File: src/rcbr_pkg.sv
/*
 * Package for the response curve breakpoint register bank: byte offsets on
 * the configuration port, field layouts, reset values and widths.
 * Assumes the configuration port presents byte-wide addressed accesses.
 */
package rcbr_pkg;
   localparam int unsigned ADDR_W = 8;
   localparam int unsigned DATA_W = 8;
   localparam int unsigned SLOPE_W = 14;
   localparam int unsigned SLOPE_HI_W = 6;
   localparam int unsigned LEVEL_W = 8;

   localparam logic [7:0] SEG0_SLOPE_HIGH_OFS = 8'h1d;
   localparam logic [7:0] SEG0_SLOPE_LOW_OFS = 8'h1e;
   localparam logic [7:0] KNEE1_LEVEL_COPY_A_OFS = 8'h1f;
   localparam logic [7:0] SEG1_SLOPE_HIGH_OFS = 8'h20;
   localparam logic [7:0] SEG1_SLOPE_LOW_OFS = 8'h21;
   localparam logic [7:0] KNEE1_LEVEL_COPY_B_OFS = 8'h24;
   localparam logic [7:0] KNEE2_LEVEL_OFS = 8'h25;

   localparam int unsigned SLOPE_HI_LSB = 0;
   localparam int unsigned SLOPE_HI_MSB = 5;

   localparam logic [7:0] REG_RESET = 8'h00;
   localparam logic [7:0] UNMAPPED_READ = 8'h00;

   // Segment selection codes
   localparam logic [1:0] SEG_LINEAR = 2'h0;
   localparam logic [1:0] SEG_ZERO = 2'h1;
   localparam logic [1:0] SEG_ONE = 2'h2;
endpackage : rcbr_pkg

File: src/rcbr_regs.sv
/*
 * Response curve breakpoint register bank: byte registers on the sensor
 * configuration port plus the per-pixel segment selection they steer.
 * Assumes the serial port front end gives one-cycle wr_en / rd_en strobes
 * with a byte address in the clk domain.
 */
module rcbr_regs #(
   parameter int unsigned PIX_W = 12
) (
   input wire logic clk,
   input wire logic srst,
   input wire logic wr_en,
   input wire logic rd_en,
   input wire logic [rcbr_pkg::ADDR_W-1:0] addr,
   input wire logic [rcbr_pkg::DATA_W-1:0] wr_data,
   output logic [rcbr_pkg::DATA_W-1:0] rd_data,
   output logic rd_hit,
   input wire logic pix_valid,
   input wire logic [PIX_W-1:0] pix_level,
   output logic sel_valid,
   output logic [1:0] sel_seg,
   output logic [rcbr_pkg::SLOPE_W-1:0] sel_slope,
   output logic [rcbr_pkg::SLOPE_W-1:0] seg0_slope_value,
   output logic [rcbr_pkg::SLOPE_W-1:0] seg1_slope_value,
   output logic [rcbr_pkg::LEVEL_W-1:0] knee1_level_a_value,
   output logic [rcbr_pkg::LEVEL_W-1:0] knee1_level_b_value,
   output logic knee1_copies_differ
);
   // ----------------------------------------------------------------
   // Parameter checks
   // ----------------------------------------------------------------
   if (PIX_W < rcbr_pkg::LEVEL_W) begin : g_pix_w_check
      $error("PIX_W must be at least the level width");
   end
   if (rcbr_pkg::SLOPE_HI_W + rcbr_pkg::DATA_W != rcbr_pkg::SLOPE_W) begin : g_slope_w_check
      $error("Slope high and low bytes must fill the slope width");
   end

   // ----------------------------------------------------------------
   // Address decode
   // ----------------------------------------------------------------
   wire hit_s0h = addr == rcbr_pkg::SEG0_SLOPE_HIGH_OFS;
   wire hit_s0l = addr == rcbr_pkg::SEG0_SLOPE_LOW_OFS;
   wire hit_k1a = addr == rcbr_pkg::KNEE1_LEVEL_COPY_A_OFS;
   wire hit_s1h = addr == rcbr_pkg::SEG1_SLOPE_HIGH_OFS;
   wire hit_s1l = addr == rcbr_pkg::SEG1_SLOPE_LOW_OFS;
   wire hit_k1b = addr == rcbr_pkg::KNEE1_LEVEL_COPY_B_OFS;
   wire hit_k2 = addr == rcbr_pkg::KNEE2_LEVEL_OFS;
   wire hit_any = hit_s0h | hit_s0l | hit_k1a | hit_s1h | hit_s1l | hit_k1b | hit_k2;

   // ----------------------------------------------------------------
   // Write strobes per register
   // ----------------------------------------------------------------
   wire we_s0h = wr_en && hit_s0h;
   wire we_s0l = wr_en && hit_s0l;
   wire we_k1a = wr_en && hit_k1a;
   wire we_s1h = wr_en && hit_s1h;
   wire we_s1l = wr_en && hit_s1l;
   wire we_k1b = wr_en && hit_k1b;
   wire we_k2 = wr_en && hit_k2;

   // ----------------------------------------------------------------
   // Register storage
   // ----------------------------------------------------------------
   logic [rcbr_pkg::SLOPE_HI_W-1:0] seg0_slope_high_q;
   logic [7:0] seg0_slope_low_q;
   logic [7:0] knee1_level_copy_a_q;
   logic [rcbr_pkg::SLOPE_HI_W-1:0] seg1_slope_high_q;
   logic [7:0] seg1_slope_low_q;
   logic [7:0] knee1_level_copy_b_q;
   logic [7:0] knee2_level_q;
   logic [7:0] rd_data_q;
   logic rd_hit_q;
   logic knee1_differ_q;

   wire [rcbr_pkg::SLOPE_HI_W-1:0] wr_hi =
      wr_data[rcbr_pkg::SLOPE_HI_MSB:rcbr_pkg::SLOPE_HI_LSB];

   // One short block per register; reserved high bits are never stored
   always_ff @(posedge clk) begin
      if (srst) begin
         seg0_slope_high_q <= rcbr_pkg::REG_RESET[rcbr_pkg::SLOPE_HI_W-1:0];
      end else if (we_s0h) begin
         seg0_slope_high_q <= wr_hi;
      end
   end

   always_ff @(posedge clk) begin
      if (srst) begin
         seg0_slope_low_q <= rcbr_pkg::REG_RESET;
      end else if (we_s0l) begin
         seg0_slope_low_q <= wr_data;
      end
   end

   always_ff @(posedge clk) begin
      if (srst) begin
         knee1_level_copy_a_q <= rcbr_pkg::REG_RESET;
      end else if (we_k1a) begin
         knee1_level_copy_a_q <= wr_data;
      end
   end

   always_ff @(posedge clk) begin
      if (srst) begin
         seg1_slope_high_q <= rcbr_pkg::REG_RESET[rcbr_pkg::SLOPE_HI_W-1:0];
      end else if (we_s1h) begin
         seg1_slope_high_q <= wr_hi;
      end
   end

   always_ff @(posedge clk) begin
      if (srst) begin
         seg1_slope_low_q <= rcbr_pkg::REG_RESET;
      end else if (we_s1l) begin
         seg1_slope_low_q <= wr_data;
      end
   end

   always_ff @(posedge clk) begin
      if (srst) begin
         knee1_level_copy_b_q <= rcbr_pkg::REG_RESET;
      end else if (we_k1b) begin
         knee1_level_copy_b_q <= wr_data;
      end
   end

   always_ff @(posedge clk) begin
      if (srst) begin
         knee2_level_q <= rcbr_pkg::REG_RESET;
      end else if (we_k2) begin
         knee2_level_q <= wr_data;
      end
   end

   // ----------------------------------------------------------------
   // Read path
   // ----------------------------------------------------------------
   // Reserved high bits read as zero
   wire [7:0] rd_s0h = {2'h0, seg0_slope_high_q};
   wire [7:0] rd_s1h = {2'h0, seg1_slope_high_q};
   wire [7:0] rd_mux =
      hit_s0h ? rd_s0h :
      hit_s0l ? seg0_slope_low_q :
      hit_k1a ? knee1_level_copy_a_q :
      hit_s1h ? rd_s1h :
      hit_s1l ? seg1_slope_low_q :
      hit_k1b ? knee1_level_copy_b_q :
      hit_k2 ? knee2_level_q : rcbr_pkg::UNMAPPED_READ;

   // Read data holds until the next read strobe
   always_ff @(posedge clk) begin
      if (srst) begin
         rd_data_q <= rcbr_pkg::REG_RESET;
      end else if (rd_en) begin
         rd_data_q <= rd_mux;
      end
   end

   always_ff @(posedge clk) begin
      if (srst) begin
         rd_hit_q <= 1'b0;
      end else if (rd_en) begin
         rd_hit_q <= hit_any;
      end
   end

   assign rd_data = rd_data_q;
   assign rd_hit = rd_hit_q;

   // ----------------------------------------------------------------
   // Settings out to the datapath
   // ----------------------------------------------------------------
   assign seg0_slope_value = {seg0_slope_high_q, seg0_slope_low_q};
   assign seg1_slope_value = {seg1_slope_high_q, seg1_slope_low_q};
   assign knee1_level_a_value = knee1_level_copy_a_q;
   assign knee1_level_b_value = knee1_level_copy_b_q;

   // ----------------------------------------------------------------
   // Level copy mismatch flag
   // ----------------------------------------------------------------
   // Flags a host that broke the matching-copies convention
   wire knee1_differ_d = knee1_level_copy_a_q != knee1_level_copy_b_q;
   always_ff @(posedge clk) begin
      if (srst) begin
         knee1_differ_q <= 1'b0;
      end else begin
         knee1_differ_q <= knee1_differ_d;
      end
   end
   assign knee1_copies_differ = knee1_differ_q;

   wire seg0_en = |seg0_slope_value;
   wire seg1_en = |seg1_slope_value;

   // ----------------------------------------------------------------
   // Segment selection
   // ----------------------------------------------------------------
   rcbr_seg_select #(
      .PIX_W(PIX_W)
   ) u_sel (
      .clk(clk),
      .srst(srst),
      .pix_valid(pix_valid),
      .pix_level(pix_level),
      .knee1_level(knee1_level_copy_a_q),
      .knee2_level(knee2_level_q),
      .seg0_en(seg0_en),
      .seg1_en(seg1_en),
      .seg0_slope(seg0_slope_value),
      .seg1_slope(seg1_slope_value),
      .sel_valid(sel_valid),
      .sel_seg(sel_seg),
      .sel_slope(sel_slope)
   );
endmodule : rcbr_regs

File: src/rcbr_seg_select.sv
/*
 * Per-pixel segment selector for the response curve.
 * Assumes pixel level and settings are in the clk domain.
 */
module rcbr_seg_select #(
   parameter int unsigned PIX_W = 12
) (
   input wire logic clk,
   input wire logic srst,
   input wire logic pix_valid,
   input wire logic [PIX_W-1:0] pix_level,
   input wire logic [rcbr_pkg::LEVEL_W-1:0] knee1_level,
   input wire logic [rcbr_pkg::LEVEL_W-1:0] knee2_level,
   input wire logic seg0_en,
   input wire logic seg1_en,
   input wire logic [rcbr_pkg::SLOPE_W-1:0] seg0_slope,
   input wire logic [rcbr_pkg::SLOPE_W-1:0] seg1_slope,
   output logic sel_valid,
   output logic [1:0] sel_seg,
   output logic [rcbr_pkg::SLOPE_W-1:0] sel_slope
);
   if (PIX_W < rcbr_pkg::LEVEL_W) begin : g_pix_w_check
      $error("PIX_W must be at least the level width");
   end

   // Level compared against the top bits of the pixel
   wire [rcbr_pkg::LEVEL_W-1:0] pix_top = pix_level[PIX_W-1 -: rcbr_pkg::LEVEL_W];
   wire below_knee1 = pix_top < knee1_level;
   wire below_knee2 = pix_top < knee2_level;
   wire use_zero = below_knee1 && seg0_en;
   wire use_one = !below_knee1 && below_knee2 && seg1_en;
   wire [1:0] seg_d = use_zero ? rcbr_pkg::SEG_ZERO :
                      use_one ? rcbr_pkg::SEG_ONE : rcbr_pkg::SEG_LINEAR;
   wire [rcbr_pkg::SLOPE_W-1:0] slope_d = use_zero ? seg0_slope :
                                          use_one ? seg1_slope : '0;

   logic sel_valid_q;
   logic [1:0] sel_seg_q;
   logic [rcbr_pkg::SLOPE_W-1:0] sel_slope_q;

   always_ff @(posedge clk) begin
      if (srst) begin
         sel_valid_q <= 1'b0;
         sel_seg_q <= rcbr_pkg::SEG_LINEAR;
         sel_slope_q <= '0;
      end else begin
         sel_valid_q <= pix_valid;
         sel_seg_q <= seg_d;
         sel_slope_q <= slope_d;
      end
   end

   assign sel_valid = sel_valid_q;
   assign sel_seg = sel_seg_q;
   assign sel_slope = sel_slope_q;
endmodule : rcbr_seg_select

File: config.mk
export PLATFORM = sky130hd
export DESIGN_NAME = rcbr_regs
export DESIGN_NICKNAME = d
export VERILOG_FILES = /design/src/rcbr_pkg.sv /design/src/rcbr_regs.sv /design/src/rcbr_seg_select.sv
export SDC_FILE = /design/constraint.sdc
export NUM_CORES = 1
export LEC_CHECK = 0
export BUFFER_PORTS_ARGS = -buffer_cell sky130_fd_sc_hd__clkbuf_2
export CORE_UTILIZATION = 50
export DETAILED_ROUTE_END_ITERATION = 16
export PLACE_DENSITY = 0.84
export SYNTH_ARGS = -nofsm -noshare
export SYNTH_HDL_FRONTEND = slang
export SYNTH_SLANG_ARGS = --single-unit
File: constraint.sdc
create_clock -name clk -period 5.3 [get_ports clk]
set_input_delay 1.06 -clock clk [delete_from_list [all_inputs] [get_ports clk]]
set_output_delay 1.06 -clock clk [all_outputs]
set_load 0.005 [all_outputs]
==> results of run 1 <==
[state kept, by name, summed over array words and instances (netlist names)]
register             flops
rd_hit                   1
knee1_level_b_value      8
seg1_slope_high_q        6
knee2_level_q            8
u_sel.sel_valid          1
knee1_copies_differ      1
seg0_slope_low_q         8
u_sel.sel_slope         14
u_sel.sel_seg            2
knee1_level_a_value      8
seg1_slope_low_q         8
rd_data                  8
seg0_slope_high_q        6
[layout make-up]
class | count | area share (%)
inverter | 14 | 1.17
timing repair buffer | 100 | 11.2
multi-input combinational | 283 | 45.0
sequential | 79 | 35.2
clock inverter | 5 | 1.25
clock buffer | 11 | 3.37
tap | 99 | 2.76
[layout by cell type, fill, tap and decap left out, drive strengths merged, types with 3 or more instances in the layout]
cell type	n
ha	14
o21a	3
a2bb2oi	12
nand4	4
nand2	44
nand3	9
a211oi	8
nor2b	8
nor4	8
nor2	49
dfxtp	79
xor2	8
mux2i	30
inv	14
nor3b	4
mux4	6
clkinv	3
a32o	14
o21ai	3
a21oi	24
clkbuf	110
a21o	5
[layer usage]
layer  up-vias  wire [um]
met2       222       5360
met3        41       1070
li1       1616          -
met1      1695       4140
met4         0        342
met5         -          0
[power breakdown]
group	leakage, nW	switching [mW]	internal [mW]	total [mW]
Combinational	1.33	0.0487	0.0289	0.0776
Clock	0.105	0.220	0.242	0.462
Sequential	0.638	0.00225	0.597	0.599
Total	2.07	0.270	0.868	1.14
[logic make-up after synthesis]
kind of cell               Yosys count
muxes                               38
and+or+nand+nor                    141
AOI/OAI and AO/OA                   82
adders and majority gates           14
xor gates and xnor gates             8
buffers and inverters               37
DFF                                 79
[how the worst max path moves through the flow]
stage,slack (ps),from,cells past startpoint,endpoint
floorplan,2650,pix_level[6],7,u_sel.sel_slope[10]
global placement,2350,pix_level[6],7,u_sel.sel_slope[13]
detailed placement,2250,pix_level[6],7,u_sel.sel_slope[9]
CTS,2620,pix_level[6],7,u_sel.sel_slope[0]
global route,2520,pix_level[6],7,u_sel.sel_slope[0]
finish,2600,pix_level[6],7,u_sel.sel_slope[0]
[metrics by stage]
stage	cells	power (mW)	hold WS (ps)	setup WS, ps
global route	591	1.18	498	2520
floorplan	399	0.658	441	2650
detailed placement	575	0.689	467	2250
global placement	575	0.685	458	2350
CTS	591	1.14	478	2620
finish	591	1.14	483	2600
[critical path, delay by kind of cell]
family | cells | cell delay [ps]
adder cells (fa/ha/maj) | 1 | 320
buffers and inverters | 1 | 100
AO/OA/AOI/OAI | 5 | 1450
==> metrics.txt, run 1 <==
Slew headroom 48.1%; post-CTS setup buffers 0; gpl congestion 0.901; nets 534; Critical Path AT 2940 ps; Mapped Area 3770 um2; Max-Cap Viols 0; Netlist cell types 50; drt pass-1 iters 6; hpwl dp 7.95 mm; Fin. Hold Viols 0; max frequency 0.371 GHz; Yosys Warn Count 0; full die area 7890 um2; number of global-route vias before repair 3,295; post-layout util 61.9%; largest family of logic cells by synthesized area simple AND/OR/NAND/NOR gates; worst-case clock buffer depth 2; Hold Crit Class reg2reg; DRC 0; drt first-iter violations 442; area share of the largest cell type after synthesis 42.0%; CP Cell Sequence clkbuf_2 -> ha_1 -> a21o_1 -> a31oi_1 -> o21ai_1 -> a2111o_1 -> a32o_1; Routed Wire Length 10.9 mm; chip width 88.8 um; CTS Sinks 79; CTS Buf Count 9; placement row count 31; worst reg2reg endpoint u_sel.sel_slope[0]; unrepaired setup endpoints after global routing no; Period Utilization, post-route 50.9%; Leak 2.07 nW; top cells by area, synth dfxtp_1 (42%), mux2i_1 (8.0%), nor2_1 (4.9%); slowest CP cell a2111o_1; critical setup path kind in2reg; Startpoint Class input pin; Post-Syn Instances 399; CTS tree built; DR vias/cell 6.05; Post-synth EDFFs 0; area of the multi-input gates 2020 um2; clock-pin transition on the worst setup and hold timing paths 80 ps; Slew Viols, Final 0; Hold Path Origin knee2_level_q[6]; met2 usage 46.7%; CTS HTree Levels 3; largest net degree at the start of global routing 54; n_diodes 0; Worst-Skew Late Latency 350 ps; clk_skew 7.12 ps; register area share after synthesis 42.0%; CP Max Fanout 15; Post-Layout Inst Area 4490 um2; vias post-DR 3,574; PwrDens 254 nW/um2; Boundary Pins 104; minimum clock period 2700 ps; RR Startpoint knee1_level_a_value[2]; fillcell total 637; most common cell in the synthesized netlist dfxtp_1; main flop type after synthesis dfxtp_1; Reg2Reg Depth 7; met1 Use GR 35.3%; Synth Area in Simple Gates 18.7%; mux share of post-synthesis cell area 12.2%; Layout area overhead 19.1%; WHS Endpoint knee2_level_q[6]; most used routing layer met2; Syn Area/Cell 9.44 um2; peak supply drop 185 uV; Worst setup EP type flip-flop; Routed wire per std cell 18.5 um; Sequential Area 1580 um2; post-synthesis compound-gate area fraction 16.2%; status finished, final reports clean; grt ovf 0; fraction of registers with async set/reset 0%; Setup Viol. Count Final 0; #FFs+latches synth 79; syn_nets 446; most frequent cells after synthesis dfxtp_1 (79), nor2_1 (49), nand2_1 (44); Hold Path Cell Cnt 2; area share of xor/xnor cells in the synthesized design 1.86%; Post-Synth Adder-Cell Area 4.65%; FF-to-FF setup slack 2890 ps; IO Port Bufs 99; CTS hold repair buffers 0; Critical Path Max Stage Delay 600 ps; Slew @ Worst Pin 776 ps; first-pass GRT wire length 16.7 mm; core box area 7250 um2; root buffer cell clkbuf_8; Cell Area, Placed 4280 um2; Initial Util 51.9%; met3 usage 8.68%; area leader, netlist dfxtp_1; GR Util All Layers 28.6%; share of cells above drive strength 1 27.0%; Die Span Y 88.8 um; critical path data required time 5540 ps; antenna violations before repair 0; Sum Neg Setup Slack 0 ps; Routed Antenna Nets 0; Resized cells post-CTS 0
No activity file was read; power rests on OpenSTA's default activity.
==> run 2, diff against run 1 <==
- CORE_UTILIZATION: 50 -> 47
- PLACE_DENSITY: 0.84 -> 0.83
- clock period: 5.3 -> 2.25 ns (I/O delays scaled with it)
==> run 2 against run 1 <==
Die area up 6.2%. Critical path depth unchanged. Count of clock-buffer cells in the layout down 1. Flip-flop and latch count unchanged. Combinational power up 150%. Via count up 0.56%. Critical path type is now reg2reg. Highest routed layer unchanged.
==> metrics.txt, run 2 (same netlist as run 1, synthesis figures left out) <==
status finished, final reports clean (unchanged); critical path data required time 2550 ps (was 5540 ps); Slew @ Worst Pin 643 ps (was 776 ps); critical setup path kind reg2reg (was in2reg); CTS hold repair buffers 0 (unchanged); Slew headroom 57.2% (was 48.1%); CP Cell Sequence inv_1 -> ha_1 -> o21a_1 -> o21ai_0 -> a21oi_1 -> o21a_1 -> and3_2 (was clkbuf_2 -> ha_1 -> a21o_1 -> a31oi_1 -> o21ai_1 -> a2111o_1 -> a32o_1); CP Max Fanout 15 (unchanged); DR vias/cell 5.89 (was 6.05); Layout area overhead 23.3% (was 19.1%); nets 551 (was 534); clk_skew 6.57 ps (was 7.12 ps); minimum clock period 2080 ps; Period Utilization, post-route 92.7%; Comb power frac 6.7% (was 6.8%); Fin. Hold Viols 0 (unchanged); clock share of power 43.8% (was 40.6%); peak supply drop 418 uV (was 185 uV); antenna violations before repair 0 (unchanged); CTS tree built (unchanged); FF-to-FF setup slack 170 ps (was 2890 ps); drt first-iter violations 355 (was 442); Setup Viol. Count Final 0 (unchanged); max frequency 0.480 GHz; commonest non-fill, non-tap cell in the layout clkbuf_2 (unchanged); Boundary Pins 104 (unchanged); IO Port Bufs 99 (unchanged); CTS Buf Count 9 (unchanged); Resized cells post-CTS 0 (unchanged); switching share of power 22.2% (was 23.8%); gpl congestion 0.908 (was 0.901); Routed Antenna Nets 0 (unchanged); Routed wire per std cell 17.6 um (was 18.5 um); Critical Path Max Stage Delay 540 ps (was 600 ps); PwrDens 613 nW/um2 (was 254 nW/um2); Routed Wire Length 10.7 mm (was 10.9 mm); DRC 0 (unchanged); grt ovf 0 (unchanged); Reg2Reg Depth 7 (unchanged); Worst setup EP type flip-flop (unchanged); post-CTS setup buffers 0 (unchanged); max FFs per register 14 (unchanged); post-layout util 60.1% (was 61.9%); Critical Path AT 2380 ps (was 2940 ps); GR Util All Layers 26.2% (was 28.6%); Startpoint Class flip-flop (was input pin); first-pass GRT wire length 17.0 mm (was 16.7 mm); commonest non-fill, non-tap cells in the layout clkbuf_2 (99), dfxtp_1 (79), nor2_1 (49) (unchanged); Hold Path Cell Cnt 2 (unchanged); Max-Cap Viols 0 (unchanged); Leak 2.17 nW (was 2.07 nW); Initial Util 48.8% (was 51.9%); sequential fraction of design power 49.5% (was 52.6%); Crit. path cell count 7 (unchanged); Worst-Skew Late Latency 350 ps (about the same); slowest CP cell o21a_1 (was a2111o_1); vias post-DR 3,594 (was 3,574); Slew Viols, Final 0 (unchanged); chip width 91.5 um (was 88.8 um); CP most frequent cell o21a_1; Hold Crit Class in2reg (was reg2reg); clock-pin transition on the worst setup and hold timing paths 80 ps (about the same); Psw 0.632 mW (was 0.270 mW); CTS HTree Levels 3 (unchanged); placement row count 32 (was 31); Die Span Y 91.5 um (was 88.8 um); full die area 8380 um2 (was 7890 um2); largest net degree at the start of global routing 65 (was 54); Power Internal 2.22 mW (was 0.868 mW); unrepaired setup endpoints after global routing no (unchanged); root buffer cell clkbuf_8 (unchanged); worst-case clock buffer depth 2 (unchanged); delay-heaviest family, CP compound AO/OA/AOI/OAI gates (unchanged); n_diodes 0 (unchanged); Sum Neg Setup Slack 0 ps (unchanged); share of cells above drive strength 1 29.1% (was 27.0%); CP bufs+invs 1 (unchanged); drt pass-1 iters 5 (was 6); CTS Sinks 79 (unchanged); hpwl dp 7.83 mm (was 7.95 mm); core box area 7730 um2 (was 7250 um2); number of global-route vias before repair 3,287 (was 3,295)
[run 2: changes by cell type in the layout (fill, tap and decap cells not counted)]
cell        change
bufinv_16       +2
clkinvlp_4      -1
clkbuf_8        -2
clkinv_4        +1
buf_4          +17
clkinv_2        -2
clkbuf_1        +1
[run 2: per-layer routing]
layer / vias up / track usage [%] / routed length, um
li1: 1652 / - / -
met1: 1718 / 34.0 / 4460
met2: 189 / 42.8 / 5080
met3: 35 / 5.44 / 902
met4: 0 / 9.52 / 285
met5: - / 0 / 0
[run 2: layout make-up]
| cell class | count | area, um2 |
|---|---|---|
| repair buffers | 117 | 631 |
| clock buffers | 10 | 128 |
| well taps | 102 | 128 |
| clock inverters | 5 | 108 |
| fillers | 658 | 3080 |
| multi-input cells | 283 | 2020 |
| flip-flops and latches | 79 | 1580 |
| inverters | 14 | 52.6 |
[run 2: worst paths after layout]
kind / end / start
worst max-delay path: u_sel.sel_seg[1] / knee1_level_a_value[7]
worst min register to register: knee2_level_q[5] / knee2_level_q[5]
worst max register to register: u_sel.sel_seg[1] / knee1_level_a_value[7]
worst min-delay path: u_sel.sel_valid / pix_valid
[run 2: worst reg2reg max path: stages (launching register included)]
cell	delay [ps]
dfxtp_1	430
inv_1	70
ha_1	360
o21a_1	130
o21ai_0	70
a21oi_1	130
o21a_1	540
and3_2	300
[run 2: through the flow]
step           cells  power (mW)  instance area (um2)  setup WS (ps)  hold WS (ps)
4_1_cts          610        2.85                 4650            169           300
3_3_place_gp     595        1.63                 4410           58.9           459
6_report         610        2.85                 4650            165           306
2_1_floorplan    399        1.55                 3770            213           441
5_1_grt          610        2.93                 4650           21.6           314
3_5_place_dp     595        1.63                 4410           8.55           475
[run 2: power groups by stage]
| stage | Combinational (mW) | Clock [mW] | Sequential, mW |
|---|---|---|---|
| floorplan | 0.106 | 0 | 1.44 |
| global placement | 0.182 | 0 | 1.44 |
| detailed placement | 0.188 | 0 | 1.44 |
| CTS | 0.190 | 1.25 | 1.41 |
| global route | 0.210 | 1.30 | 1.41 |
| finish | 0.191 | 1.25 | 1.41 |
